--- src/dcs_pkg.sv ---
`default_nettype none
package dcs_pkg;
  localparam int          DCS_DATAGRAM_BITS  = 32;
  localparam int          DCS_DATA_BITS      = 24;
  localparam int          DCS_HEADER_END     = 7;
  localparam int          DCS_LAST_BIT       = 31;
  localparam logic        DCS_SPACE_CONFIG   = 1'b1;
  localparam logic [5:0]  DCS_GLOBAL_ADDR    = 6'h3f;
  localparam int          DCS_COUNT_LSB      = 0;
  localparam int          DCS_POL_SELECT     = 2;
  localparam int          DCS_POL_CLOCK      = 3;
  localparam int          DCS_POL_PHASE      = 4;
  localparam int          DCS_POL_DECAY      = 5;
  localparam int          DCS_POL_LEVEL      = 6;
  localparam int          DCS_SCHEME         = 7;
  localparam int          DCS_DIV_LSB        = 8;
  localparam logic [23:0] DCS_CONFIG_RESET   = 24'h000f00;
  localparam logic [7:0]  DCS_DIV_MIN        = 8'h07;
  localparam logic [7:0]  DCS_MIN_PERIOD_END = 8'h0e;
  localparam logic [1:0]  DCS_COUNT_BAD      = 2'h3;
  localparam logic [1:0]  DCS_COUNT_MAX      = 2'h2;
  localparam logic [3:0]  DCS_WORD_LAST      = 4'h8;

  typedef struct packed {
    logic [1:0] phase;
    logic       decay;
    logic [2:0] level_a;
    logic [2:0] level_b;
  } dcs_word_type;

  typedef enum logic [1:0] {DCS_IDLE, DCS_SHIFT, DCS_GAP} dcs_phase_type;

  typedef struct packed {
    logic [31:0]   rx;
    logic [5:0]    rx_count;
    logic          host_clk_q;
    logic [23:0]   reply;
    logic [23:0]   setup;
    dcs_phase_type phase;
    logic [1:0]    driver;
    logic [3:0]    bit_left;
    logic [7:0]    half;
    logic          sck;
    logic [8:0]    tx;
    logic          select_on;
  } dcs_state_type;

  localparam dcs_state_type DCS_STATE_RESET = '{
    rx: 32'h0, rx_count: 6'h0, host_clk_q: 1'b0, reply: 24'h0, setup: DCS_CONFIG_RESET,
    phase: DCS_IDLE, driver: 2'h0, bit_left: 4'h0, half: 8'h0, sck: 1'b0, tx: 9'h0,
    select_on: 1'b0};
endpackage : dcs_pkg
`default_nettype wire

--- src/dcs_chain_config.sv ---
`default_nettype none
module dcs_chain_config
  import dcs_pkg::*;
#(
  parameter int HAS_EXTRA_SELECTS = 1
)(
  input  wire logic             CLK,
  input  wire logic             RESETN,
  input  wire logic             HOST_SELECT_N,
  input  wire logic             HOST_CLOCK,
  input  wire logic             HOST_DATA_IN,
  output logic                  HOST_DATA_OUT,
  output logic                  HOST_DATA_OUT_EN,
  input  wire logic             STEP_DIR_MODE,
  input  wire logic             CHAIN_START,
  input  wire dcs_word_type [2:0] CHAIN_WORDS,
  output logic                  CHAIN_SELECT,
  output logic                  SECOND_DRIVER_SELECT,
  output logic                  THIRD_DRIVER_SELECT,
  output logic                  CHAIN_CLOCK,
  output logic                  CHAIN_DATA,
  output logic                  CHAIN_BUSY,
  output logic [23:0]           CONFIG_OUT
);
  if (HAS_EXTRA_SELECTS != 0 && HAS_EXTRA_SELECTS != 1)
  begin : g_check
    $error("HAS_EXTRA_SELECTS must be 0 or 1");
  end

  logic [1:0]    rst_sync;
  logic          rst_n;
  dcs_state_type s;
  dcs_state_type n;
  logic          spi;
  logic          indiv;
  logic          hrise;
  logic          hfall;
  logic [31:0]   frame;
  logic [7:0]    div;
  logic [7:0]    lo_end;
  logic [7:0]    half_end;
  logic [1:0]    last;
  logic          active;

  always_ff @(posedge CLK or negedge RESETN)
  begin
    if (!RESETN)
      rst_sync <= 2'h0;
    else
      rst_sync <= {rst_sync[0], 1'b1};
  end
  assign rst_n = rst_sync[1];

  // Encodes one driver word with the polarity settings applied.
  function automatic logic [8:0] dcs_encode(input dcs_word_type w, input logic [23:0] c);
    dcs_word_type e;
    e = w;
    e.phase = w.phase ^ {2{c[DCS_POL_PHASE]}};
    e.decay = w.decay ^ c[DCS_POL_DECAY];
    e.level_a = w.level_a ^ {3{c[DCS_POL_LEVEL]}};
    e.level_b = w.level_b ^ {3{c[DCS_POL_LEVEL]}};
    return e;
  endfunction : dcs_encode

  always_comb
  begin
    n = s;
    spi = !STEP_DIR_MODE;
    indiv = s.setup[DCS_SCHEME] && (HAS_EXTRA_SELECTS == 1);
    hrise = HOST_CLOCK && !s.host_clk_q;
    hfall = !HOST_CLOCK && s.host_clk_q;
    frame = {s.rx[30:0], HOST_DATA_IN};
    div = s.setup[DCS_DIV_LSB +: 8];
    lo_end = (div < DCS_DIV_MIN) ? (DCS_MIN_PERIOD_END - div) : div;
    half_end = s.sck ? div : lo_end;
    last = (s.setup[DCS_COUNT_LSB +: 2] == DCS_COUNT_BAD) ? DCS_COUNT_MAX : s.setup[DCS_COUNT_LSB +: 2];
    n.host_clk_q = HOST_CLOCK;
    if (HOST_SELECT_N)
    begin
      n.rx_count = 6'h0;
      n.reply = 24'h0;
    end
    else
    begin
      if (hrise)
      begin
        n.rx = frame;
        n.rx_count = s.rx_count + 6'h1;
        if (s.rx_count == 6'(DCS_HEADER_END))
        begin
          if (frame[7] == DCS_SPACE_CONFIG && frame[6:1] == DCS_GLOBAL_ADDR && frame[0])
            n.reply = s.setup;
          else
            n.reply = 24'h0;
        end
        if (s.rx_count == 6'(DCS_LAST_BIT) && frame[31] == DCS_SPACE_CONFIG
            && frame[30:25] == DCS_GLOBAL_ADDR && !frame[24])
          n.setup = frame[23:0];
      end
      if (hfall && s.rx_count > 6'(DCS_HEADER_END + 1))
        n.reply = {s.reply[22:0], 1'b0};
    end
    case (s.phase)
      DCS_IDLE:
      begin
        if (CHAIN_START && spi)
        begin
          n.phase = DCS_SHIFT;
          n.driver = last;
          n.tx = dcs_encode(CHAIN_WORDS[last], s.setup);
          n.bit_left = DCS_WORD_LAST;
          n.half = 8'h0;
          n.sck = 1'b0;
          n.select_on = 1'b1;
        end
      end
      DCS_SHIFT:
      begin
        n.half = s.half + 8'h1;
        if (s.half == half_end)
        begin
          n.half = 8'h0;
          n.sck = !s.sck;
          if (s.sck)
          begin
            n.tx = {s.tx[7:0], 1'b0};
            n.bit_left = s.bit_left - 4'h1;
            if (s.bit_left == 4'h0)
            begin
              if (s.driver == 2'h0)
              begin
                n.phase = DCS_IDLE;
                n.select_on = 1'b0;
              end
              else
              begin
                n.driver = s.driver - 2'h1;
                n.tx = dcs_encode(CHAIN_WORDS[s.driver - 2'h1], s.setup);
                n.bit_left = DCS_WORD_LAST;
                if (indiv)
                begin
                  n.phase = DCS_GAP;
                  n.select_on = 1'b0;
                end
              end
            end
          end
        end
      end
      DCS_GAP:
      begin
        n.half = s.half + 8'h1;
        if (s.half == lo_end)
        begin
          n.half = 8'h0;
          n.phase = DCS_SHIFT;
          n.select_on = 1'b1;
        end
      end
      default:
      begin
        n.phase = DCS_IDLE;
        n.select_on = 1'b0;
      end
    endcase
  end

  always_ff @(posedge CLK or negedge rst_n)
  begin
    if (!rst_n)
      s <= DCS_STATE_RESET;
    else
      s <= n;
  end

  assign active = s.select_on && (!indiv || s.driver == 2'h0);
  assign CHAIN_SELECT = !spi || (indiv ? !active : (active ^ !s.setup[DCS_POL_SELECT]));
  assign SECOND_DRIVER_SELECT = !(spi && indiv && s.select_on && s.driver == 2'h1);
  assign THIRD_DRIVER_SELECT = !(spi && indiv && s.select_on && s.driver == 2'h2);
  assign CHAIN_CLOCK = spi && (s.sck ^ s.setup[DCS_POL_CLOCK]);
  assign CHAIN_DATA = spi && s.tx[8] && s.phase == DCS_SHIFT;
  assign CHAIN_BUSY = s.phase != DCS_IDLE;
  assign CONFIG_OUT = s.setup;
  assign HOST_DATA_OUT = s.reply[23];
  assign HOST_DATA_OUT_EN = !HOST_SELECT_N;

  // Counts the cycles of the current clock half; it restarts on every toggle and outside shifting.
  logic [7:0] run_len;
  always_ff @(posedge CLK or negedge rst_n)
  begin
    if (!rst_n)
      run_len <= 8'h0;
    else if (n.sck != s.sck || s.phase != DCS_SHIFT)
      run_len <= 8'h0;
    else
      run_len <= run_len + 8'h1;
  end

  sel_idle_a: assert property (@(posedge CLK) disable iff (!rst_n)
    (s.phase == DCS_IDLE && spi && !indiv) |-> CHAIN_SELECT == !s.setup[DCS_POL_SELECT])
    else $error("Idle chain select has wrong level.");
  start_sel_a: assert property (@(posedge CLK) disable iff (!rst_n)
    (s.phase == DCS_IDLE && CHAIN_START && spi && !indiv) |=> CHAIN_SELECT == s.setup[DCS_POL_SELECT])
    else $error("Common select not active at start.");
  busy_sel_a: assert property (@(posedge CLK) disable iff (!rst_n)
    (s.phase == DCS_SHIFT && spi && !indiv) |-> CHAIN_SELECT == s.setup[DCS_POL_SELECT])
    else $error("Common select dropped during shifting.");
  extra_off_a: assert property (@(posedge CLK) disable iff (!rst_n)
    !indiv |-> (SECOND_DRIVER_SELECT && THIRD_DRIVER_SELECT))
    else $error("Extra select active in common mode.");
  gap_quiet_a: assert property (@(posedge CLK) disable iff (!rst_n)
    (s.phase == DCS_GAP && indiv) |-> (CHAIN_SELECT && SECOND_DRIVER_SELECT && THIRD_DRIVER_SELECT && !CHAIN_DATA))
    else $error("Select or data active between driver words.");
  clk_idle_a: assert property (@(posedge CLK) disable iff (!rst_n)
    (s.phase != DCS_SHIFT && spi) |-> CHAIN_CLOCK == s.setup[DCS_POL_CLOCK])
    else $error("Idle chain clock has wrong level.");
  first_bit_a: assert property (@(posedge CLK) disable iff (!rst_n)
    (s.phase == DCS_IDLE && CHAIN_START && spi) |=>
    CHAIN_DATA == ($past(CHAIN_WORDS[last].phase[1]) ^ s.setup[DCS_POL_PHASE]))
    else $error("First chain bit not phase with polarity.");
  one_select_a: assert property (@(posedge CLK) disable iff (!rst_n)
    indiv |-> $onehot0({!CHAIN_SELECT, !SECOND_DRIVER_SELECT, !THIRD_DRIVER_SELECT}))
    else $error("More than one individual select active.");
  div_reset_a: assert property (@(posedge CLK) disable iff (!rst_n)
    $rose(rst_n) |-> s.setup[DCS_DIV_LSB +: 8] == 8'h0f)
    else $error("Divider not fifteen after reset.");
  half_len_a: assert property (@(posedge CLK) disable iff (!rst_n)
    ($past(s.phase) == DCS_SHIFT && s.sck != $past(s.sck) && $stable(s.setup) && div >= DCS_DIV_MIN)
    |-> $past(run_len) == div)
    else $error("Chain clock half period is not div+1.");
  div_min_a: assert property (@(posedge CLK) disable iff (!rst_n)
    ($past(s.phase) == DCS_SHIFT && s.sck != $past(s.sck) && $stable(s.setup) && div == 8'h07)
    |-> $past(run_len) == 8'h07)
    else $error("Divider seven half period is not eight.");
  div_max_a: assert property (@(posedge CLK) disable iff (!rst_n)
    ($past(s.phase) == DCS_SHIFT && s.sck != $past(s.sck) && $stable(s.setup) && div == 8'hff)
    |-> $past(run_len) == 8'hff)
    else $error("Divider 255 half period is wrong.");
  slow_clk_a: assert property (@(posedge CLK) disable iff (!rst_n)
    ($past(s.phase) == DCS_SHIFT && s.sck && !$past(s.sck) && $stable(s.setup) && div < DCS_DIV_MIN)
    |-> $past(run_len) == 8'h0e - div)
    else $error("Low divider changed the clock period.");
  drv_count_a: assert property (@(posedge CLK) disable iff (!rst_n)
    (s.phase == DCS_IDLE && CHAIN_START && spi && s.setup[DCS_COUNT_LSB +: 2] != DCS_COUNT_BAD)
    |=> s.driver == $past(s.setup[DCS_COUNT_LSB +: 2]))
    else $error("First driver word does not match the count.");
  cfg_write_a: assert property (@(posedge CLK) disable iff (!rst_n)
    (!HOST_SELECT_N && hrise && s.rx_count == 6'h1f && frame[31:24] == 8'hfe)
    |=> s.setup == $past(frame[23:0]))
    else $error("Write datagram did not load the register.");
  cfg_hold_a: assert property (@(posedge CLK) disable iff (!rst_n)
    !(!HOST_SELECT_N && hrise && s.rx_count == 6'h1f && frame[31:24] == 8'hfe)
    |=> $stable(s.setup))
    else $error("Register changed without a write datagram.");
  rd_reply_a: assert property (@(posedge CLK) disable iff (!rst_n)
    (!HOST_SELECT_N && hrise && s.rx_count == 6'h07 && frame[7:0] == 8'hff)
    |=> HOST_DATA_OUT == $past(s.setup[23]))
    else $error("Read reply does not start with the top bit.");
  sd_start_a: assert property (@(posedge CLK) disable iff (!rst_n)
    (s.phase == DCS_IDLE && CHAIN_START && !spi) |=> !CHAIN_BUSY)
    else $error("Chain started in step/direction mode.");
  sd_idle_a: assert property (@(posedge CLK) disable iff (!rst_n)
    STEP_DIR_MODE |-> (CHAIN_SELECT && !CHAIN_CLOCK && !CHAIN_DATA))
    else $error("Chain pins moved in step/direction mode.");
endmodule : dcs_chain_config
`default_nettype wire

--- config.mk ---
export PLATFORM = sky130hd
export DESIGN_NAME = dcs_chain_config
export DESIGN_NICKNAME = d
export VERILOG_FILES = /design/src/dcs_pkg.sv /design/src/dcs_chain_config.sv
export SDC_FILE = /design/constraint.sdc
export NUM_CORES = 1
export LEC_CHECK = 0
export ABC_AREA = 1
export BUFFER_PORTS_ARGS = -buffer_cell sky130_fd_sc_hd__buf_2
export CAP_MARGIN = 20
export CORE_MARGIN = 3
export CORE_UTILIZATION = 47
export CTS_CLUSTER_SIZE = 12
export DETAILED_ROUTE_END_ITERATION = 8
export GPL_TIMING_DRIVEN = 0
export PLACE_DENSITY_LB_ADDON = 0.1
export SLEW_MARGIN = 20
export SYNTH_ARGS = -nofsm -noshare
export SYNTH_HDL_FRONTEND = slang
export SYNTH_SLANG_ARGS = --single-unit
--- constraint.sdc ---
create_clock -name CLK -period 3.8 [get_ports CLK]
set_input_delay 0.76 -clock CLK [delete_from_list [all_inputs] [get_ports CLK]]
set_output_delay 0.76 -clock CLK [all_outputs]
set_load 0.02 [all_outputs]
==> flow_metrics.py, run 1 <==
metrics = {
    "outcome": {
        "status": "finished, final reports clean",
    },
    "worst_setup_path": {
        "path_buf_inv": 4,
        "crit_chain": "inv_1, ha_1, buf_1, clkbuf_1, nand2_1, nor2_1, buf_2",
        "r2r-start": "s[23]$_DFFE_PN0P_",
        "rr_worst_depth": 14,
        "ff2ff_setup_slack_ps": 820,
        "end_kind": "output pin",
        "critical_path_class": "reg -> out",
        "slowest_delay_ps": 470,
        "timing.rr.end": "s[6]$_DFFE_PN0P_",
        "required_ps": 3040,
        "crit_family": "buffers and inverters",
        "arrival_ps": 2380,
        "startpoint_type": "register",
        "critPathSlowestCell": "buf_1",
        "worstPathMaxFanout": 10,
    },
    "logic_synthesis": {
        "ys.flop_type": "dfrtp_1",
        "netlist_area_um2": 6620,
        "ys_ff_latch": 114,
        "ys_types": 40,
        "synth_top_family_by_area": "simple AND/OR/NAND/NOR gates",
        "synth_mux_area_share_pct": 0,
        "synth_area_per_cell_um2": 7.55,
        "ys_warn_count": 0,
        "synth-xor-area-share_pct": 1.85,
        "synth-edff-count": 0,
        "synth_top_area_cell": "dfrtp_1",
        "syn_inst": 877,
        "synthAdderAreaFrac_pct": 3.03,
        "synth_top_area_share_pct": 41.6,
        "synthArstFlopShare_pct": 100,
        "synth-simple-area-share_pct": 23.7,
        "syn_nets": 927,
        "synth_compound_area_share_pct": 16.0,
        "synthTopCellsByArea": "dfrtp_1 42%, nand2_1 11%, o21ai_0 9.2%, inv_1 7.0%, nand3_1 5.7%",
        "seq_area_frac_synth_pct": 43.2,
    },
    "floorplan": {
        "start_util_pct": 49.0,
        "die_w_um": 125,
        "boundaryPins": 66,
        "die_area_um2": 15500,
        "core_um2": 13500,
        "rows": 42,
        "die_h_um": 125,
    },
    "routing": {
        "drt_iter0_markers": 414,
        "firstDrtPassIters": 8,
        "routed_wl_mm": 16.4,
        "drc": 0,
        "avgViaCountPerCell": 5.09,
        "ant_nets": 0,
        "num_vias": 5864,
        "wl_per_cell_um": 14.2,
    },
    "power": {
        "power_frac_comb_pct": 21.4,
        "irDropWorstVdd_v": 0.000324,
        "power_frac_clock_pct": 40.6,
        "internal-power_mw": 2.51,
        "powerDensity_nw_per_um2": 485,
        "p_leak_nw": 3.72,
        "switching_share_pct": 33.3,
        "sequentialPowerShare_pct": 38.0,
        "switchingPower_mw": 1.25,
    },
    "placement": {
        "dpl_worst_slack_ps": 879,
        "port_buffers": 65,
        "hpwl_mm": 11.9,
        "gp_congestion": 0.885,
        "post_dp_cell_area_um2": 7210,
    },
    "global_routing": {
        "antenna_found_initial": 0,
        "grt_max_degree": 41,
        "first_global_vias": 5547,
        "grt-ovfl-total": 0,
        "grt_pass1_wl_mm": 27.4,
        "track_usage_pct": 21.4,
    },
    "clock_network": {
        "cts_hold_buf": 0,
        "cts_setup_buffers": 0,
        "cts_resized": 0,
        "cts.root.buffer_cell": "clkbuf_16",
        "insertion_delay_ps": 420,
        "clk_pin_slew_ps": 60,
        "cts_tree": "yes",
        "max-clock-path-buffers": 2,
        "htreeDepth": 4,
        "cts_num_sinks": 114,
        "cts_made_buffers": 17,
    },
    "timing": {
        "clock.fmax_mhz": 318,
        "drv_slew": 0,
        "finalCritPeriodShare_pct": 82.7,
        "rsz0062_at_grt": "false",
        "period_minus_slack_ps": 3140,
        "whs_ps": 112,
        "setup_viol": 0,
        "fin_skew_ps": 9.31,
        "slew_headroom_pct": 38.5,
        "hold_viol": 0,
        "worst_slew_pin_slew_ps": 920,
        "fin_ws_ps": 656,
    },
    "final_layout": {
        "stdcell_area_um2": 7770,
        "nFillCells": 1284,
        "final_nets": 1013,
        "syn2layout_area_growth_pct": 17.5,
        "layout-drive-gt1-share_pct": 16.3,
        "final_core_util_pct": 57.6,
        "diodes": 0,
    },
    "hold_path": {
        "min_path_type": "in -> async",
    },
    "job": {
        "drv_cap": 0,
    },
}
## placed cells by master (no fill, tap or decap), types with 6 or more instances in the layout
cell type  Yosys  layout
buf_4         25      25
nand2_1      197     197
dfrtp_1      110     109
o21ai_1        9       9
nand3_1       76      76
xor2_1        12      12
a21oi_1       15      15
buf_2          0      65
o211ai_1       9       9
or2_2          9       9
nor3_1         6       6
ha_1          16      16
o22ai_1       33      33
clkbuf_16      0      17
o21ai_0      121     121
inv_1        123     123
nand4_1        6       6
nor2_1        28      28
clkbuf_1      31      31
## cells in the mapped netlist (2+ instances only)
cell and count:
nand2_1 197, nand3_2 4, dfstp_2 4, o22ai_1 33, nor4_1 5, a41oi_1 2
buf_4 25, nor3_1 6, xnor2_1 2, ha_1 16, or2_2 9, nor2_1 28
clkbuf_1 31, o21ai_1 9, nand2_2 5, inv_2 2, and2_1 4, xor2_1 12
nand3_1 76, nand4_1 6, inv_1 123, dfrtp_1 110, nor2_2 4, o21ai_0 121
nor2_4 2, buf_1 5, o211ai_1 9, a21oi_1 15
## routing by layer
metal,up-vias,GRT usage (%),wire length (um)
met4,0,5.93,178
met5,-,0,0
met2,111,34.6,7850
met3,20,4.42,654
met1,2724,29.3,7680
li1,3009,-,-
## kinds of logic (layout without fill, tap and decap cells)
family,count (synthesis),in the layout
AO/OA/AOI/OAI,194,194
XOR/XNOR,14,14
adder cells (fa/ha/maj),16,16
buffers and inverters,188,287
flip-flops,114,114
other,1,1
AND/OR/NAND/NOR,350,350
## metrics by stage
stage / std cells / power (mW) / TNS (ps)
2_1_floorplan: 877 / 2.02 / 0
3_3_place_gp: 1118 / 2.23 / -107360
3_5_place_dp: 1120 / 2.25 / 0
4_1_cts: 1152 / 3.79 / 0
5_1_grt: 1152 / 3.98 / 0
6_report: 1152 / 3.77 / 0
## layout make-up
type                    count  area (um2)  area share, %
multi-input cells         575        2950           38.0
repair buffers             67         365           4.70
flip-flops and latches    114        2860           36.8
plain buffers              62         334           4.30
clock inverters            14         129           1.66
clock buffers              18         439           5.65
well taps                 176         220           2.83
inverters                 126         473           6.08
## power by group through the flow
stage          combinational, mW  clock (mW)  sequential, mW
6_report                   0.806        1.53            1.43
5_1_grt                    0.912        1.62            1.45
4_1_cts                    0.806        1.56            1.43
3_5_place_dp               0.805           0            1.45
3_3_place_gp               0.770           0            1.46
2_1_floorplan              0.582           0            1.44
## state kept, by name, summed over array words and instances, names as in the netlist
register and flops:
frame 31, rst_sync 2, CONFIG_OUT 24, HOST_DATA_OUT 1
s 56
## worst reg2reg max path, stage by stage (launching register included)
cell and delay (ps):
dfrtp_1 400, clkbuf_1 380, inv_2 220, ha_1 340
clkbuf_1 300, clkbuf_1 390, o21ai_0 170, o22ai_1 190
a21oi_1 90, o21ai_0 100, nand2_1 70, nand3_1 80
nand2_1 50, nand2_1 60, nand2_1 50
## how the worst max path moves through the flow
| stage | startpoint | endpoint | slack [ps] | depth (start not counted) |
|---|---|---|---|---|
| after floorplan | rst_sync[1]$_DFF_PN0_ | CONFIG_OUT[0]$_DFFE_PN0P_ | 400 | 0 |
| after detailed placement | s[23]$_DFFE_PN0P_ | s[6]$_DFFE_PN0P_ | 880 | 14 |
| after CTS | s[26]$_DFFE_PN0P_ | CHAIN_DATA | 630 | 7 |
| final | s[26]$_DFFE_PN0P_ | CHAIN_DATA | 660 | 7 |
| after global routing | s[23]$_DFFE_PN0P_ | s[6]$_DFFE_PN0P_ | 490 | 14 |
| after global placement | rst_sync[1]$_DFF_PN0_ | s[17]$_DFFE_PN0P_ | -1010 | 0 |
(Power assumes the default switching activity.)
==> run 2: changes to the inputs <==
==> constraint.sdc (replaced) <==
create_clock -name CLK -period 3.1 [get_ports CLK]
set_input_delay 0.62 -clock CLK [delete_from_list [all_inputs] [get_ports CLK]]
set_output_delay 0.62 -clock CLK [all_outputs]
set_load 0.02 [all_outputs]
==> flow_metrics.py, run 2 (synthesis gave the netlist of run 1 again) <==
metrics = {
    "outcome": {
        "status": "finished, final reports clean",
    },
    "job": {
        "drv_cap": 0,
    },
    "routing": {
        "num_vias": 5895,
        "drt_iter0_markers": 478,
        "avgViaCountPerCell": 5.11,
        "firstDrtPassIters": 5,
        "routed_wl_mm": 16.6,
        "ant_nets": 0,
        "wl_per_cell_um": 14.4,
        "drc": 0,
    },
    "clock_network": {
        "insertion_delay_ps": 420,
        "cts_num_sinks": 114,
        "htreeDepth": 4,
        "max-clock-path-buffers": 2,
        "cts_setup_buffers": 0,
        "clk_pin_slew_ps": 60,
        "cts_made_buffers": 17,
        "cts.root.buffer_cell": "clkbuf_16",
        "cts_tree": "yes",
    },
    "global_routing": {
        "grt_pass1_wl_mm": 28.0,
        "track_usage_pct": 21.8,
        "antenna_found_initial": 0,
        "first_global_vias": 5667,
        "grt_max_degree": 58,
        "grt-ovfl-total": 0,
    },
    "timing": {
        "fin_ws_ps": 198,
        "finalCritPeriodShare_pct": 93.6,
        "rsz0062_at_grt": "true",
        "drv_slew": 0,
        "setup_viol": 0,
        "tns_ps": 0,
        "fin_skew_ps": 9.87,
        "hold_viol": 0,
        "clock.fmax_mhz": 345,
        "slew_headroom_pct": 36.2,
        "period_minus_slack_ps": 2900,
        "worst_slew_pin_slew_ps": 955,
    },
    "final_layout": {
        "multi_input_area_um2": 2960,
        "diodes": 0,
        "syn2layout_area_growth_pct": 18.6,
        "largest_reg_flops": 56,
        "seq_area_um2": 2860,
        "final_cell_mix": "197 x nand2_1, 123 x inv_1, 121 x o21ai_0, 109 x dfrtp_1, 76 x nand3_1",
        "final_cells": 1153,
        "final_nets": 1014,
        "final_common_cell": "nand2_1",
        "layout-drive-gt1-share_pct": 16.2,
        "top_register": "s",
        "nFillCells": 1249,
    },
    "placement": {
        "port_buffers": 65,
        "gp_congestion": 0.892,
        "dpl_worst_slack_ps": 143,
        "placed_cells": 1120,
        "hpwl_mm": 11.8,
    },
    "worst_setup_path": {
        "required_ps": 3400,
        "path_buf_inv": 4,
        "startpoint_type": "register",
        "end_kind": "register",
        "worstPathMaxFanout": 12,
        "critPathSlowestCell": "dfrtp_1",
        "arrival_ps": 3210,
        "critPathMostFrequentCell": "nand2_1",
        "crit_family": "buffers and inverters",
        "critical_path_class": "reg -> reg",
        "crit_chain": "clkbuf_1, inv_2, ha_1, clkbuf_1, clkbuf_2, o21ai_0, o22ai_1, a21oi_1, o21ai_0, nand2_1, nand3_1, nand2_1, nand2_1, nand2_1",
        "slowest_delay_ps": 390,
    },
    "hold_path": {
        "min_path_type": "reg -> async",
    },
    "floorplan": {
        "start_util_pct": 49.0,
        "core_um2": 13500,
        "die_w_um": 125,
        "rows": 42,
        "die_area_um2": 15500,
        "boundaryPins": 66,
        "die_h_um": 125,
    },
    "power": {
        "powerDensity_nw_per_um2": 610,
        "irDropWorstVdd_v": 0.000472,
        "p_leak_nw": 3.76,
        "p_total_mw": 4.79,
    },
}
[run 2: cell types whose count changed in the layout (fill, tap and decap cells not counted), sizes merged]
cell         delta
clkinv          -2
bufinv          +2
buf             -1
clkinvlp        -2
inv             -4
dlygate4sd3     +1
clkbuf          +7
[run 2: worst register-to-register path, stage by stage, from the launching register on]
cell and delay [ps]:
dfrtp_1 390, clkbuf_1 370, inv_2 220, ha_1 350
clkbuf_1 300, clkbuf_2 290, o21ai_0 130, o22ai_1 210
a21oi_1 90, o21ai_0 100, nand2_1 80, nand3_1 90
nand2_1 50, nand2_1 60, nand2_1 50
[run 2: layout make-up]
class	count	area share (%)
clock inverter	8	1.64
tap	176	2.81
clock buffer	24	6.14
multi-input combinational	575	37.7
timing repair buffer	68	4.97
buffer	62	4.29
sequential	114	36.5
inverter	126	6.03
[run 2: timing repair]
item,CTS,global route
hold buffers,1,0
gates resized for setup,0,4
setup endpoints to repair,0,3
endpoints found under the hold margin,2,0
[run 2: report_power, final]
part	internal, mW	switching [mW]
clock network	1.33	0.695
logic	0.317	0.693
registers	1.64	0.107
[run 2: path summary, 6_finish.rpt]
kind | startpoint | end | slack (ps) | cells past startpoint
max | s[23]$_DFFE_PN0P_ | s[6]$_DFFE_PN0P_ | 200 | 14
min | rst_sync[1]$_DFF_PN0_ | s[81]$_DFFE_PN0P_ | 130 | 0
max reg2reg | s[23]$_DFFE_PN0P_ | s[6]$_DFFE_PN0P_ | 200 | 14
min reg2reg | rst_sync[1]$_DFF_PN0_ | s[81]$_DFFE_PN0P_ | 130 | 0
max in group asynchronous | rst_sync[1]$_DFF_PN0_ | CONFIG_OUT[11]$_DFFE_PN1P_ | 2430 | 1
min in group CLK | HOST_CLOCK | s[75]$_DFF_PN0_ | 340 | 1
[run 2: per-stage QoR]
step	hold slack, ps	area (um2)	util [%]
after floorplan	324	6620	-
after global placement	334	7160	53.0
after detailed placement	125	7220	53.5
after CTS	130	7840	58.1
after global routing	133	7850	58.1
final	128	7850	58.1
[run 2: routing by layer]
metal	up-vias	wire [um]	GRT usage [%]
li1	3008	-	-
met1	2728	7810	29.6
met2	133	7870	34.6
met3	26	629	5.49
met4	0	262	6.83
met5	-	0	0
